--- config.mk ---
export PLATFORM = sky130hd
export DESIGN_NAME = dtcp_timers
export DESIGN_NICKNAME = d
export VERILOG_FILES = /design/src/hdl/dtcp_pkg.sv /design/src/hdl/dtcp_timers.sv /design/src/hdl/dtcp_edge_sync.sv
export SDC_FILE = /design/constraint.sdc
export NUM_CORES = 1
export LEC_CHECK = 0
export ABC_AREA = 0
export BUFFER_PORTS_ARGS = -buffer_cell sky130_fd_sc_hd__buf_2
export CORE_MARGIN = 4
export CORE_UTILIZATION = 60
export DETAILED_ROUTE_END_ITERATION = 8
export PLACE_DENSITY_LB_ADDON = 0.1
export SLEW_MARGIN = 15
export SYNTH_ARGS = -nofsm -noshare
export SYNTH_HDL_FRONTEND = slang
export SYNTH_SLANG_ARGS = --single-unit
--- constraint.sdc ---
create_clock -name clk -period 3.8 [get_ports clk]
set_clock_uncertainty 0.2 [all_clocks]
set_input_delay 0.19 -clock clk [delete_from_list [all_inputs] [get_ports clk]]
set_output_delay 0.19 -clock clk [all_outputs]
set_load 0.05 [all_outputs]
--- src/hdl/dtcp_pkg.sv ---
package dtcp_pkg;

  ////////////////////////////////////////////////////////////////////////////
  // Register offsets on the special-function register port.
  localparam logic [7:0] ADDR_RUN_FLAG   = 8'h88;
  localparam logic [7:0] ADDR_MODE       = 8'h89;
  localparam logic [7:0] ADDR_T0_LOW     = 8'h8a;
  localparam logic [7:0] ADDR_T1_LOW     = 8'h8b;
  localparam logic [7:0] ADDR_T0_HIGH    = 8'h8c;
  localparam logic [7:0] ADDR_T1_HIGH    = 8'h8d;
  localparam logic [7:0] ADDR_CLOCK_CTRL = 8'h8e;

  ////////////////////////////////////////////////////////////////////////////
  // Reset values.
  localparam logic [7:0] CLOCK_CTRL_RESET = 8'h00;
  localparam logic [7:0] MODE_RESET       = 8'h00;
  localparam logic [7:0] BYTE_RESET       = 8'h00;
  localparam logic [3:0] IRQ_CFG_RESET    = 4'h0;

  ////////////////////////////////////////////////////////////////////////////
  // Clock-control field positions.
  localparam int CK_T3_HIGH = 7;
  localparam int CK_T3_LOW  = 6;
  localparam int CK_T2_HIGH = 5;
  localparam int CK_T2_LOW  = 4;
  localparam int CK_T1_SYS  = 3;
  localparam int CK_T0_SYS  = 2;
  localparam int CK_DIV_HI  = 1;
  localparam int CK_DIV_LO  = 0;

  // Run/flag register field positions.
  localparam int RF_T1_FLAG = 7;
  localparam int RF_T1_RUN  = 6;
  localparam int RF_T0_FLAG = 5;
  localparam int RF_T0_RUN  = 4;
  localparam int RF_CFG_HI  = 3;
  localparam int RF_CFG_LO  = 0;

  // Mode register field positions.
  localparam int MD_T1_GATE = 7;
  localparam int MD_T1_CNT  = 6;
  localparam int MD_T1_MHI  = 5;
  localparam int MD_T1_MLO  = 4;
  localparam int MD_T0_GATE = 3;
  localparam int MD_T0_CNT  = 2;
  localparam int MD_T0_MHI  = 1;
  localparam int MD_T0_MLO  = 0;

  ////////////////////////////////////////////////////////////////////////////
  // Mode field encodings.
  localparam logic [1:0] MODE_13BIT  = 2'h0;
  localparam logic [1:0] MODE_16BIT  = 2'h1;
  localparam logic [1:0] MODE_RELOAD = 2'h2;
  localparam logic [1:0] MODE_SPLIT  = 2'h3;

  // Divider selections.
  localparam logic [1:0] DIV_SEL_12  = 2'h0;
  localparam logic [1:0] DIV_SEL_4   = 2'h1;
  localparam logic [1:0] DIV_SEL_48  = 2'h2;
  localparam logic [1:0] DIV_SEL_EXT = 2'h3;

  // Terminal counts of the prescaler, one below each divisor.
  localparam logic [5:0] DIV12_LAST = 6'h0b;
  localparam logic [5:0] DIV4_LAST  = 6'h03;
  localparam logic [5:0] DIV48_LAST = 6'h2f;
  localparam logic [2:0] EXT8_LAST  = 3'h7;

  localparam logic [4:0] LOW5_ONES = 5'h1f;

endpackage

--- src/hdl/dtcp_timers.sv ---
`timescale 1ns/1ps

// How it works
// Divider select gives /12, /4, /48, ext/8
// Clock bit 3 picks timer 1 system clock
// Clock bit 2 picks timer 0 system clock
// Clock bits 5,4 exported for timer 2
// Clock bits 7,6 exported for timer 3
// Counter select counts falling pin edges
// Count needs run bit and gate condition
// 13-bit mode uses high byte, low five
// 13-bit rollover sets overflow flag
// Run bit never clears the count
// Software preloads count before running
// 16-bit mode counts all sixteen bits
// Auto-reload copies high byte on rollover
// Split low byte uses timer 0 controls
// Split high byte runs on timer 1 bits
// Split hides timer 1 pin and flag
// Split runs timer 1 by mode alone
// Timer 1 mode 3 holds count
// Both timers configured independently, same modes 0 to 2
// Interrupt request needs its enable bit
// Mode field encodes 13/16/reload/split
// Timer 1 gates on external input one
// Flag cleared by software or vectoring
// Pins synchronised and edge detected
// Clock control resets to zero
module dtcp_timers (
  // Clock and reset
  input  wire logic       clk,
  input  wire logic       rst_n,
  // Register port
  input  wire logic [7:0] sfr_addr,
  input  wire logic [7:0] sfr_wdata,
  input  wire logic       sfr_wr,
  input  wire logic       sfr_rd,
  output logic      [7:0] sfr_rdata,
  // Pins
  input  wire logic       timer0_event_pin,
  input  wire logic       timer1_event_pin,
  input  wire logic       ext_osc_clk,
  input  wire logic       ext_irq_zero_input,
  input  wire logic       ext_irq_one_input,
  // Interrupt controller side
  input  wire logic       ext_irq_zero_polarity,
  input  wire logic       ext_irq_one_polarity,
  input  wire logic       timer0_irq_enable,
  input  wire logic       timer1_irq_enable,
  input  wire logic       timer0_isr_ack,
  input  wire logic       timer1_isr_ack,
  output logic            timer0_irq,
  output logic            timer1_irq,
  // Consumers of the timer 1 overflow and the timer 2/3 clock choices
  output logic            timer1_overflow_pulse,
  output logic            timer2_high_byte_clock_sel,
  output logic            timer2_low_byte_clock_sel,
  output logic            timer3_high_byte_clock_sel,
  output logic            timer3_low_byte_clock_sel
);

  typedef struct packed {
    logic [7:0] timer_clock_control;
    logic [7:0] timer_mode_reg;
    logic       timer0_overflow_flag;
    logic       timer1_overflow_flag;
    logic       timer0_run;
    logic       timer1_run;
    logic [3:0] irq_cfg;
    logic [7:0] timer0_low_byte;
    logic [7:0] timer0_high_byte;
    logic [7:0] timer1_low_byte;
    logic [7:0] timer1_high_byte;
    logic [5:0] presc_cnt;
    logic [2:0] ext_cnt;
    logic       presc_tick;
    logic [7:0] rdata;
    logic       irq0;
    logic       irq1;
    logic       t1_ovf;
  } dtcp_state_type;

  dtcp_state_type s;
  dtcp_state_type next_s;
  logic [1:0]     rst_pipe;
  logic           rst_sync_n;
  logic           t0_pin_fall;
  logic           t1_pin_fall;
  logic           ext_rise;
  logic           ext_irq_zero_input_level;
  logic           ext_irq_one_input_level;

  ////////////////////////////////////////////////////////////////////////////
  // Reset release and pin synchronisers.

  always_ff @(posedge clk or negedge rst_n) begin
    if (!rst_n) begin
      rst_pipe <= 2'h0;
    end else begin
      rst_pipe <= {rst_pipe[0], 1'b1};
    end
  end
  assign rst_sync_n = rst_pipe[1];

  dtcp_edge_sync u_t0_pin (
    .clk        (clk),
    .rst_sync_n (rst_sync_n),
    .pin        (timer0_event_pin),
    .level      (),
    .fall       (t0_pin_fall),
    .rise       ()
  );

  dtcp_edge_sync u_t1_pin (
    .clk        (clk),
    .rst_sync_n (rst_sync_n),
    .pin        (timer1_event_pin),
    .level      (),
    .fall       (t1_pin_fall),
    .rise       ()
  );

  dtcp_edge_sync u_ext_osc (
    .clk        (clk),
    .rst_sync_n (rst_sync_n),
    .pin        (ext_osc_clk),
    .level      (),
    .fall       (),
    .rise       (ext_rise)
  );

  dtcp_edge_sync u_ext_irq_zero_input (
    .clk        (clk),
    .rst_sync_n (rst_sync_n),
    .pin        (ext_irq_zero_input),
    .level      (ext_irq_zero_input_level),
    .fall       (),
    .rise       ()
  );

  dtcp_edge_sync u_ext_irq_one_input (
    .clk        (clk),
    .rst_sync_n (rst_sync_n),
    .pin        (ext_irq_one_input),
    .level      (ext_irq_one_input_level),
    .fall       (),
    .rise       ()
  );

  ////////////////////////////////////////////////////////////////////////////
  // One count step for modes 13-bit, 16-bit and auto-reload.
  // Returns {overflow, high byte, low byte}.

  function automatic logic [16:0] count_step(input logic [1:0] m,
                                             input logic [7:0] hi,
                                             input logic [7:0] lo);
    logic [13:0] c13;
    logic [16:0] c16;
    logic [8:0]  c8;
    c13 = {1'b0, hi, lo[4:0]} + 14'h1;
    c16 = {1'b0, hi, lo} + 17'h1;
    c8  = {1'b0, lo} + 9'h1;
    case (m)
      dtcp_pkg::MODE_13BIT: begin
        // The three upper low-byte bits are left as they were.
        count_step = {c13[13], c13[12:5], lo[7:5], c13[4:0]};
      end
      dtcp_pkg::MODE_16BIT: begin
        count_step = c16;
      end
      default: begin
        if (c8[8]) begin
          count_step = {1'b1, hi, hi};
        end else begin
          count_step = {1'b0, hi, c8[7:0]};
        end
      end
    endcase
  endfunction

  ////////////////////////////////////////////////////////////////////////////
  // Next-state logic.

  logic [1:0]  div_sel;
  logic [1:0]  m0;
  logic [1:0]  m1;
  logic        split;
  logic        t0_tick;
  logic        th0_tick;
  logic        t1_tick;
  logic        t0_en;
  logic        t1_en;
  logic        ext_irq_zero_input_active;
  logic        ext_irq_one_input_active;
  logic        set0;
  logic        set1;
  logic        t1_wrap;
  logic [5:0]  presc_last;
  logic [16:0] r0;
  logic [16:0] r1;
  logic [8:0]  th0_inc;

  always_comb begin
    next_s      = s;
    div_sel     = s.timer_clock_control[dtcp_pkg::CK_DIV_HI:
                                        dtcp_pkg::CK_DIV_LO];
    m0          = s.timer_mode_reg[dtcp_pkg::MD_T0_MHI:dtcp_pkg::MD_T0_MLO];
    m1          = s.timer_mode_reg[dtcp_pkg::MD_T1_MHI:dtcp_pkg::MD_T1_MLO];
    split       = (m0 == dtcp_pkg::MODE_SPLIT);
    set0        = 1'b0;
    set1        = 1'b0;
    t1_wrap     = 1'b0;
    r0          = '0;
    r1          = '0;
    th0_inc     = '0;
    presc_last  = dtcp_pkg::DIV12_LAST;
    next_s.t1_ovf     = 1'b0;
    next_s.presc_tick = 1'b0;

    // Prescaler; the tick is registered, so it lags one cycle behind.
    case (div_sel)
      dtcp_pkg::DIV_SEL_4:  presc_last = dtcp_pkg::DIV4_LAST;
      dtcp_pkg::DIV_SEL_48: presc_last = dtcp_pkg::DIV48_LAST;
      default:              presc_last = dtcp_pkg::DIV12_LAST;
    endcase
    if (div_sel == dtcp_pkg::DIV_SEL_EXT) begin
      if (ext_rise) begin
        if (s.ext_cnt == dtcp_pkg::EXT8_LAST) begin
          next_s.ext_cnt    = '0;
          next_s.presc_tick = 1'b1;
        end else begin
          next_s.ext_cnt = s.ext_cnt + 3'h1;
        end
      end
    end else if (s.presc_cnt >= presc_last) begin
      next_s.presc_cnt  = '0;
      next_s.presc_tick = 1'b1;
    end else begin
      next_s.presc_cnt = s.presc_cnt + 6'h1;
    end

    // Timebases and enables.
    ext_irq_zero_input_active = (ext_irq_zero_input_level == ext_irq_zero_polarity);
    ext_irq_one_input_active = (ext_irq_one_input_level == ext_irq_one_polarity);
    if (s.timer_mode_reg[dtcp_pkg::MD_T0_CNT]) begin
      t0_tick = t0_pin_fall;
    end else if (s.timer_clock_control[dtcp_pkg::CK_T0_SYS]) begin
      t0_tick = 1'b1;
    end else begin
      t0_tick = s.presc_tick;
    end
    th0_tick = s.timer_clock_control[dtcp_pkg::CK_T0_SYS] | s.presc_tick;
    if (s.timer_mode_reg[dtcp_pkg::MD_T1_CNT] && !split) begin
      t1_tick = t1_pin_fall;
    end else if (s.timer_clock_control[dtcp_pkg::CK_T1_SYS]) begin
      t1_tick = 1'b1;
    end else begin
      t1_tick = s.presc_tick;
    end
    t0_en = s.timer0_run &&
            (!s.timer_mode_reg[dtcp_pkg::MD_T0_GATE] || ext_irq_zero_input_active);
    if (split) begin
      t1_en = (m1 != dtcp_pkg::MODE_SPLIT);
    end else begin
      t1_en = s.timer1_run && (m1 != dtcp_pkg::MODE_SPLIT) &&
              (!s.timer_mode_reg[dtcp_pkg::MD_T1_GATE] || ext_irq_one_input_active);
    end

    // Timer 0. Counting resumes from the stored bytes.
    if (t0_en && t0_tick) begin
      if (split) begin
        r0 = count_step(dtcp_pkg::MODE_RELOAD, 8'h00,
                        s.timer0_low_byte);
        if (r0[16]) begin
          r0[7:0] = 8'h00;
        end
        next_s.timer0_low_byte = r0[7:0];
        set0 = r0[16];
      end else begin
        r0 = count_step(m0, s.timer0_high_byte, s.timer0_low_byte);
        next_s.timer0_high_byte = r0[15:8];
        next_s.timer0_low_byte  = r0[7:0];
        set0 = r0[16];
      end
    end
    if (split && s.timer1_run && th0_tick) begin
      th0_inc = {1'b0, s.timer0_high_byte} + 9'h1;
      next_s.timer0_high_byte = th0_inc[7:0];
      set1 = th0_inc[8];
    end

    // Timer 1; mode 3 leaves it frozen.
    if (t1_en && t1_tick) begin
      r1 = count_step(m1, s.timer1_high_byte, s.timer1_low_byte);
      next_s.timer1_high_byte = r1[15:8];
      next_s.timer1_low_byte  = r1[7:0];
      t1_wrap = r1[16];
    end
    next_s.t1_ovf = t1_wrap;
    if (!split) begin
      set1 = t1_wrap;
    end

    // Register writes; software takes a byte over any count step.
    if (sfr_wr) begin
      case (sfr_addr)
        dtcp_pkg::ADDR_CLOCK_CTRL: next_s.timer_clock_control = sfr_wdata;
        dtcp_pkg::ADDR_MODE:       next_s.timer_mode_reg = sfr_wdata;
        dtcp_pkg::ADDR_T0_LOW:     next_s.timer0_low_byte = sfr_wdata;
        dtcp_pkg::ADDR_T0_HIGH:    next_s.timer0_high_byte = sfr_wdata;
        dtcp_pkg::ADDR_T1_LOW:     next_s.timer1_low_byte = sfr_wdata;
        dtcp_pkg::ADDR_T1_HIGH:    next_s.timer1_high_byte = sfr_wdata;
        dtcp_pkg::ADDR_RUN_FLAG: begin
          next_s.timer0_run = sfr_wdata[dtcp_pkg::RF_T0_RUN];
          next_s.timer1_run = sfr_wdata[dtcp_pkg::RF_T1_RUN];
          next_s.irq_cfg    = sfr_wdata[dtcp_pkg::RF_CFG_HI:
                                        dtcp_pkg::RF_CFG_LO];
        end
        default: begin
        end
      endcase
    end

    // Flags: vectoring or a write may clear, but a new overflow wins.
    if (timer0_isr_ack) begin
      next_s.timer0_overflow_flag = 1'b0;
    end
    if (timer1_isr_ack) begin
      next_s.timer1_overflow_flag = 1'b0;
    end
    if (sfr_wr && sfr_addr == dtcp_pkg::ADDR_RUN_FLAG) begin
      next_s.timer0_overflow_flag = sfr_wdata[dtcp_pkg::RF_T0_FLAG];
      next_s.timer1_overflow_flag = sfr_wdata[dtcp_pkg::RF_T1_FLAG];
    end
    if (set0) begin
      next_s.timer0_overflow_flag = 1'b1;
    end
    if (set1) begin
      next_s.timer1_overflow_flag = 1'b1;
    end
    next_s.irq0 = next_s.timer0_overflow_flag & timer0_irq_enable;
    next_s.irq1 = next_s.timer1_overflow_flag & timer1_irq_enable;

    // Reads return the state before this cycle's update.
    if (sfr_rd) begin
      case (sfr_addr)
        dtcp_pkg::ADDR_CLOCK_CTRL: next_s.rdata = s.timer_clock_control;
        dtcp_pkg::ADDR_MODE:       next_s.rdata = s.timer_mode_reg;
        dtcp_pkg::ADDR_T0_LOW:     next_s.rdata = s.timer0_low_byte;
        dtcp_pkg::ADDR_T0_HIGH:    next_s.rdata = s.timer0_high_byte;
        dtcp_pkg::ADDR_T1_LOW:     next_s.rdata = s.timer1_low_byte;
        dtcp_pkg::ADDR_T1_HIGH:    next_s.rdata = s.timer1_high_byte;
        dtcp_pkg::ADDR_RUN_FLAG: begin
          next_s.rdata = {s.timer1_overflow_flag, s.timer1_run,
                          s.timer0_overflow_flag, s.timer0_run, s.irq_cfg};
        end
        default: next_s.rdata = 8'h00;
      endcase
    end
  end

  ////////////////////////////////////////////////////////////////////////////
  // State register.

  always_ff @(posedge clk or negedge rst_sync_n) begin
    if (!rst_sync_n) begin
      s                     <= '0;
      s.timer_clock_control <= dtcp_pkg::CLOCK_CTRL_RESET;
      s.timer_mode_reg      <= dtcp_pkg::MODE_RESET;
      s.irq_cfg             <= dtcp_pkg::IRQ_CFG_RESET;
      s.timer0_low_byte     <= dtcp_pkg::BYTE_RESET;
      s.timer0_high_byte    <= dtcp_pkg::BYTE_RESET;
      s.timer1_low_byte     <= dtcp_pkg::BYTE_RESET;
      s.timer1_high_byte    <= dtcp_pkg::BYTE_RESET;
    end else begin
      s <= next_s;
    end
  end

  assign sfr_rdata             = s.rdata;
  assign timer0_irq            = s.irq0;
  assign timer1_irq            = s.irq1;
  assign timer1_overflow_pulse = s.t1_ovf;
  assign timer2_high_byte_clock_sel =
    s.timer_clock_control[dtcp_pkg::CK_T2_HIGH];
  assign timer2_low_byte_clock_sel =
    s.timer_clock_control[dtcp_pkg::CK_T2_LOW];
  assign timer3_high_byte_clock_sel =
    s.timer_clock_control[dtcp_pkg::CK_T3_HIGH];
  assign timer3_low_byte_clock_sel =
    s.timer_clock_control[dtcp_pkg::CK_T3_LOW];

endmodule

--- src/hdl/dtcp_edge_sync.sv ---
`timescale 1ns/1ps

// Brings an asynchronous pin into the clock domain and flags its edges.
module dtcp_edge_sync (
  // Clock and reset
  input  wire logic clk,
  input  wire logic rst_sync_n,
  // Pin
  input  wire logic pin,
  // Synchronised view
  output logic      level,
  output logic      fall,
  output logic      rise
);

  typedef struct packed {
    logic first;
    logic second;
    logic third;
  } dtcp_sync_type;

  dtcp_sync_type s;
  dtcp_sync_type next_s;

  always_comb begin
    next_s        = s;
    next_s.first  = pin;
    next_s.second = s.first;
    next_s.third  = s.second;
  end

  always_ff @(posedge clk or negedge rst_sync_n) begin
    if (!rst_sync_n) begin
      s <= '0;
    end else begin
      s <= next_s;
    end
  end

  // The first stage feeds only the second, so a metastable value never
  // reaches the edge logic.
  assign level = s.second;
  assign fall  = s.third & ~s.second;
  assign rise  = s.second & ~s.third;

endmodule

Word level (Yosys, flattened, before mapping)
Cells that the tools add are included.
W data, S select, Z words.
{ "totals": {"inputBits": 31, "wordCells": 129, "reg_bits": 92} }
{ "classes": {"n_eq_ne": 17, "addsub": 9, "magnitude_cmp": 1, "bitwise": 9, "n_reduce_logical": 20, "mux": 41} }
{ "op_table": {"columns": ["operator", "n"], "rows": [
  ["$mux W17", 5],
  ["$pmux W17 S2", 2],
  ["$mux W8", 8],
  ["$eq A8 B8 Y1 const B", 7],
  ["$pmux W8 S7", 1],
  ["$add A16 B1 Y17 const B", 2],
  ["$mux W16", 2],
  ["$mux W32", 1],
  ["$add A13 B1 Y14 const B", 2],
  ["$add A8 B1 Y9 const B", 3],
  ["$mux W1", 18],
  ["$pmux W6 S2", 1],
  ["$logic_and A1 B1 Y1", 9],
  ["$reduce_and A2 Y1", 4],
  ["$add A6 B1 Y6 const B", 1],
  ["$eq A2 B1 Y1 const B", 3],
  ["$eq A2 B2 Y1 const B", 3],
  ["$ge A6 B6 Y1", 1],
  ["$mux W6", 1],
  ["$and A1 B1 Y1", 5],
  ["$logic_not A2 Y1", 2],
  ["$add A3 B1 Y3 const B", 1],
  ["$eq A3 B3 Y1 const B", 1],
  ["$logic_not A1 Y1", 3],
  ["7 further kinds", 11]
]} }

Logic depth before layout (Yosys ltp)
Gate-level depths: netlist of run 1.
{ "depth": {"ltp_word": 11, "depth_mapped": 8} }

Hierarchy
Synthesis of run 1 repeated with hierarchy kept, for this count alone.
{ "hier_totals": {"hier_cells": 526, "hier_area_um2": 5235.0} }
{ "modules_own_cells": {"columns": ["module", "seq_area_each_um2", "cells_each", "instances", "area_each_um2"], "rows": [
  ["dtcp_timers", 1976.9, 501, 1, 4784.6],
  ["dtcp_edge_sync", 75.1, 5, 5, 90.1]
]} }

Least setup slack after synthesis of run 1
No wires, ideal clock.
{ "synth_timing": {"kind": "register -> register", "start": "reg s, in the netlist div_sel[0]", "end": "reg s[20] (netlist bit)", "required_time_ps": 3517, "synth_period_minus_slack_ps": 2196, "arrival_time_ps": 1913, "path_buffers": 0, "setup_slack_ps": 1604, "setup_time_ps": 83, "stages_incl_launch_ff": 9, "path_cell_list": "dfrtp_1 > nand2b_1 > ha_1 > a21o_1 > a211o_1 > a21o_1 > nor2_1 > nand4_1 > o21ai_0"} }
{ "synth_between": {"elab_chain_cells": 4} }
{ "synth_lines": {"columns": ["element", "line", "text"], "rows": [
  ["from (decl)", "dtcp_timers.sv:83", "dtcp_state_type s;"],
  ["from (signal assigned)", "dtcp_timers.sv:376", "s <= next_s;"],
  ["$eq A2 B2 Y1 or $eq A2 B1 Y1 (tied branches)", "dtcp_timers.sv:221", "case (div_sel)"],
  ["$pmux W6 S2", "dtcp_timers.sv:221", null],
  ["$ge A6 B6 Y1", "dtcp_timers.sv:235", "end else if (s.presc_cnt >= presc_last) begin"],
  ["$mux W6", "dtcp_timers.sv:235", null]
]} }
Parallel ways exist; a longest one is shown, timed or not.
A chain may end at the register's enable or synchronous reset.

==> impl_metrics.yaml, run 1 <==
sta:
  rsz0062_at_grt: "no"
  hold_viol: 0
  fmax_ghz: 0.391
  fin_crit_ps: 2560
  slew_viol_final: 0
  slew_headroom_pct: 34.3
  setup_tns_ps: 0
  post-route-period-util_pct: 67.2
  setup_viol: 0
  tightest_slew_ps: 986
synthesis:
  synthesis.area_mm2: 0.00522
  ys_seq_area_share_pct: 44.1
  syn-num-nets: 583
  syn_avg_cell_area_um2: 9.62
  synth_top_family_by_area: "simple AND/OR/NAND/NOR gates"
  ys_types: 71
  synthAdderAreaFrac_pct: 2.16
  synth_xor_area_share_pct: 3.19
  synth_area_leaders: "dfrtp_1 44%, mux2_2 6.0%, o21ai_0 5.7%, nand2_1 4.7%, mux2i_1 2.7%"
  synth_top_area_cell: "dfrtp_1"
  ys_seq_elements: 92
  synth_edf_count: 0
  yosys_most_used_dff: "dfrtp_1"
  synthMuxAreaShare_pct: 8.72
  synth_async_sr_flop_share_pct: 100
  yosysTopAreaCellShare_pct: 44.1
  synth_compound_area_share_pct: 17.9
  syn_inst: 543
  yosysWarnings: 0
  synth_simple_gate_area_share_pct: 19.8
worst_setup_path:
  required_ps: 3820
  start_kind: "register"
  cp.arrival_ps: 2570
  cp_max_fo: 12
  path_class: "register to register"
  end_kind: "register"
clocking:
  clk_path_buf_depth: 2
  cts_made_buffers: 9
  cts.reportedPaths.clkPinSlew_ps: 100
  clock_sinks: 92
  cts_setup_buffers: 0
  tritoncts: "done"
  cts-root-buf: "clkbuf_8"
  cts-htree-levels: 3
  clock_latency_ps: 370
placement:
  hpwl_um: 10100
  io_buffers: 45
  place.gp.congestion: 0.931
detailed_routing:
  vias: 4414
  ant_nets: 0
  drc_errors: 0
  viasPerCell: 6.31
  drtIter0Drc: 344
  drt_pre_antenna_iters: 5
  wl_um: 14100
  wl_per_cell_um: 20.2
final_layout:
  multiInputGateArea_mm2: 0.00271
  seqCellArea_mm2: 0.00231
  n_antenna_cell: 0
  n_fill_cell: 682
  syn2layout_area_growth_pct: 11.3
  layout-drive-gt1-share_pct: 18.0
  nets: 629
pwr:
  p_int_mw: 1.55
  p_sw_mw: 0.745
  power_mw: 2.29
  peakVddDrop_uv: 270
  power_frac_comb_pct: 17.9
  p_sw_share_pct: 32.5
  power_density_mw_per_mm2: 394
  p_seq_share_pct: 51.9
  p_leak_nw: 2.48
  clockPowerShare_pct: 30.2
grt:
  grt_remaining_overflow: 0
  grt_max_degree: 78
  antenna_found_initial: 0
  grt_pass1_vias: 4347
  grt_pass1_wl_um: 22700
  grt_usage_pct: 29.1
run_status:
  status: "complete, no violations"
die:
  initial_core_util_pct: 62.6
  io_pins: 46
  die-area_mm2: 0.0103
  die_x_um: 101
  fp.coreArea_mm2: 0.00834
  die-height_um: 101
  num_rows: 33
worst_hold_path:
  min_path_type: "input pin to register"
job:
  drv_cap: 0
[flip-flops by register name, summed over array words and instances (netlist names), 2 cells and up]
signal	count
div_sel	2
m0	2
m1	2
rst_pipe	2
s	56
sfr_rdata	8
[cells in the mapped netlist, drive strengths merged (3+ instances only)]
library cell and n:
nand4 9, nor3b 5, nor2b 7, nand2 66
inv 13, nand2b 4, nand3b 5, mux2i 14
nand3 20, nor4 4, o211ai 7, xnor2 16
and2 6, a21boi 4, a22oi 7, o21ai 64
a21oi 17, a211oi 3, and3b 3, nor3 18
o22ai 5, a31oi 4, nor2 31, o31ai 3
buf 22, ha 9, a221oi 8, xor2 3
dfrtp 92, mux2 28, a21o 5, and3 7
clkbuf 8
[per-layer routing]
layer  vias up  GRT usage (%)  share of wire, %
met4         0           14.2               4.1
met3        41           5.99               7.6
met5         -              0                 0
met1      2106           38.9                42
met2       199           45.4                46
li1       2068              -                 -
[stage by stage]
| step | hold slack [ps] | cell area [µm²] | utilization, % | cells | setup WS, ps |
|---|---|---|---|---|---|
| after floorplan | -306 | 5220 | - | 543 | 848 |
| after global placement | -225 | 5430 | 65.2 | 665 | 1300 |
| after detailed placement | -224 | 5430 | 65.2 | 665 | 1320 |
| after CTS | 5.10 | 5810 | 69.7 | 699 | 1290 |
| after global routing | 40.7 | 5810 | 69.7 | 699 | 1120 |
| final | 10.3 | 5810 | 69.7 | 699 | 1240 |
[area by class of cell]
cell class	instances	area share, %
well taps	105	2.26
repair buffers	65	7.23
flip-flops and latches	92	39.7
clock buffers	10	2.20
inverters	13	0.839
multi-input cells	408	46.6
clock inverters	6	1.23
[repair_timing]
action / CTS / global route
resized for setup: 0 / 0
hold buffers: 18 / 0
endpoints found under the hold margin: 40 / 0
[path summary, 6_finish.rpt]
check	startpoint	endpoint	slack, ps	depth (start not counted)
setup / recovery	m0[0]	s[34]	1240	6
hold / removal	sfr_wdata[3]	s[24]	10	3
setup reg to reg	m0[0]	s[34]	1240	6
hold reg to reg	u_ext_irq_zero_input.next_s[1]	u_ext_irq_zero_input.level	160	0
max in group asynchronous	rst_pipe[1]	s[44]	2330	1
min in group asynchronous	rst_pipe[1]	s[72]	300	0
[cells by family after synthesis]
group           after synthesis
simple gates                193
other cells                   1
mux                          42
buf+inv                      43
fa+ha+maj                     9
compound gates              144
xor+xnor                     19
flops                        92
[layout by cell type, fill, tap and decap left out, types with 14 or more instances in the layout]
cell type      netlist  routed
dfrtp_1             92      91
mux2i_1             14      14
o21ai_0             60      60
xnor2_1             16      16
mux2_2              28      28
a21oi_1             17      17
nor3_1              17      17
buf_2               11      45
nor2_1              29      29
nand3_1             18      18
nand2_1             65      65
dlygate4sd3_1        0      18
[power by group through the flow]
stage / clock network (mW) / registers (mW) / logic, mW
after global placement: 0 / 1.20 / 0.377
final: 0.692 / 1.19 / 0.411
after CTS: 0.704 / 1.19 / 0.407
after floorplan: 0 / 1.17 / 0.287
after global routing: 0.742 / 1.21 / 0.457
after detailed placement: 0 / 1.21 / 0.392
[critical path, stage by stage, from the launching register on]
cell and delay (ps):
dfrtp_1 510, nand2_1 330, a211o_1 310, o211ai_1 260, or3_1 430, a221oi_1 310
a21oi_1 70
No activity file was read; power rests on OpenSTA's default activity.
==> run 2, diff against run 1 <==
CORE_UTILIZATION = 54   (was 60)
clock period = 2.3 ns   (was 3.8 ns; I/O delays follow)
==> run 2 against run 1 <==
Against the previous run:
- sequential power is 62% higher
- highest routed layer unchanged
- combinational power is 98% higher
- via count is 3.4% higher
- clock-buffer cell count is 1 higher
- first-iteration DRC count is 13% lower
- fmax is 16% higher
- cell count is 8.2% higher
- register-to-register slack worse by 1200 ps
==> impl_metrics.yaml, run 2 (synthesis results as in run 1) <==
worst_setup_path:
  cp_max_fo: 5
  end_kind: "register"
  path_cells: "nand2b_4 > a221oi_4 > o211ai_1 > or3_1 > a221oi_1 > a21oi_1"
  start_kind: "register"
  crit_buf_inv: 0
  required_ps: 2340
  regToRegStartpoint: "u_t1_pin.level"
  path_class: "register to register"
  rr_worst_depth: 6
  cp_top_family: "compound AO/OA/AOI/OAI gates"
  cp.arrival_ps: 2240
  reg2reg_slack_ps: 90
  r2r-end: "s[34]"
  critical_path.slowest_cell: "dfrtp_1"
  worst_path_largest_cell_delay_ps: 400
final_layout:
  layout_common_cells: "91 x dfrtp_1, 65 x nand2_1, 59 x o21ai_0"
  n_antenna_cell: 0
  regMostFlops: "s"
  largest_reg_flops: 56
  layout-drive-gt1-share_pct: 23.1
  final_area_mm2: 0.00619
  syn2layout_area_growth_pct: 18.5
  nets: 663
  layout_commonest_cell: "dfrtp_1"
placement:
  hpwl_um: 10700
  dpl_cell_area_mm2: 0.00571
  io_buffers: 45
  place.gp.congestion: 1.01
  dp_slack_ps: 4.34
sta:
  hold_ws_ps: 72.8
  setup_tns_ps: 0
  slew_headroom_pct: 61.9
  setup_viol: 0
  fin_ws_ps: 93.3
  rsz0062_at_grt: "yes"
  slew_viol_final: 0
  tightest_slew_ps: 569
  post-route-period-util_pct: 95.9
  hold_viol: 0
  fin_crit_ps: 2210
  fmax_ghz: 0.453
job:
  drv_cap: 0
detailed_routing:
  viasPerCell: 6.03
  wl_um: 14700
  drtIter0Drc: 299
  wl_per_cell_um: 19.5
  drc_errors: 0
  vias: 4562
  ant_nets: 0
  drt_pre_antenna_iters: 8
worst_hold_path:
  min_path_type: "input pin to register"
  hold-path-cell-count: 5
  hp-start: "sfr_addr[4]"
  holdPathEnd: "s[52]"
pwr:
  p_int_mw: 2.68
  p_seq_share_pct: 49.3
  p_sw_share_pct: 31.5
  clockPowerShare_pct: 29.9
  peakVddDrop_uv: 507
  power_density_mw_per_mm2: 632
  p_leak_nw: 2.67
  p_sw_mw: 1.23
  power_frac_comb_pct: 20.8
grt:
  grt_pass1_wl_um: 23600
  grt_max_degree: 43
  grt_usage_pct: 26.8
  grt_pass1_vias: 4509
  antenna_found_initial: 0
  grt_remaining_overflow: 0
clocking:
  clock_sinks: 92
  clk_path_buf_depth: 2
  cts_made_buffers: 9
  clock_latency_ps: 360
  tritoncts: "done"
  cts-root-buf: "clkbuf_8"
  cts-htree-levels: 3
  cts.reportedPaths.clkPinSlew_ps: 100
die:
  io_pins: 46
  die-area_mm2: 0.0113
  die-height_um: 106
  num_rows: 35
  initial_core_util_pct: 56.0
  fp.coreArea_mm2: 0.00933
  die_x_um: 106
run_status:
  status: "complete, no violations"
-- run 2: changes by cell type in the layout (fill, tap and decap cells not counted), moves of 2 or more --
cell           previous run  this run
buf_4                     2        31
clkbuf_8                  9        11
dlygate4sd3_1            18        21
buf_12                    0         2
-- run 2: layout make-up --
class	count	area [µm²]
Tap cell	129	161
Inverter	13	48.8
Clock buffer	11	151
Timing Repair Buffer	99	708
Fill cell	777	3140
Clock inverter	4	56.3
Sequential cell	92	2310
Multi-Input combinational cell	408	2760
-- run 2: how the worst max path moves through the flow --
stage / startpoint / slack, ps / cells after the start / end
after global placement: div_sel[0] / 100 / 8 / s[20]
after CTS: s[29] / 60 / 7 / timer1_irq
after global routing: s[47] / -60 / 6 / s[42]
final: u_t1_pin.level / 90 / 6 / s[34]
after detailed placement: div_sel[0] / 4 / 8 / s[20]
after floorplan: div_sel[0] / 100 / 8 / s[20]
-- run 2: routing by layer --
layer	share of wire (%)	vias to the layer above	global-route usage (%)
met5	0	-	0
met1	42	2240	35.4
li1	-	2130	-
met4	2.6	0	8.70
met3	5.9	28	4.07
met2	49	164	45.3
-- run 2: through the flow --
step / util (%) / cells / total power, mW
after floorplan: - / 543 / 2.41
after global placement: 61.3 / 719 / 2.68
after detailed placement: 61.3 / 719 / 2.71
after CTS: 65.8 / 755 / 3.90
after global routing: 66.4 / 756 / 4.11
final: 66.4 / 756 / 3.92
-- run 2: power groups by stage --
stage	Clock (mW)	Sequential, mW	Combinational (mW)
2_1_floorplan	0	1.94	0.473
3_3_place_gp	0	1.95	0.733
3_5_place_dp	0	1.96	0.753
4_1_cts	1.19	1.93	0.790
5_1_grt	1.27	1.95	0.892
6_report	1.17	1.93	0.814
-- run 2: worst reg2reg max path, delay by kind of cell, from the launching register on --
family	cells	cell delay, ps
AND/OR/NAND/NOR	2	560
AO/OA/AOI/OAI	4	940
flip-flops	1	400
-- run 2: what timing repair did --
item | 4_1_cts | 5_1_grt
endpoints found under the hold margin | 65 | 0
hold buffers | 21 | 0
endpoints found under the setup margin | 1 | 15
gates resized for setup | 1 | 9
buffers inserted | 0 | 1
pin swaps | 0 | 1
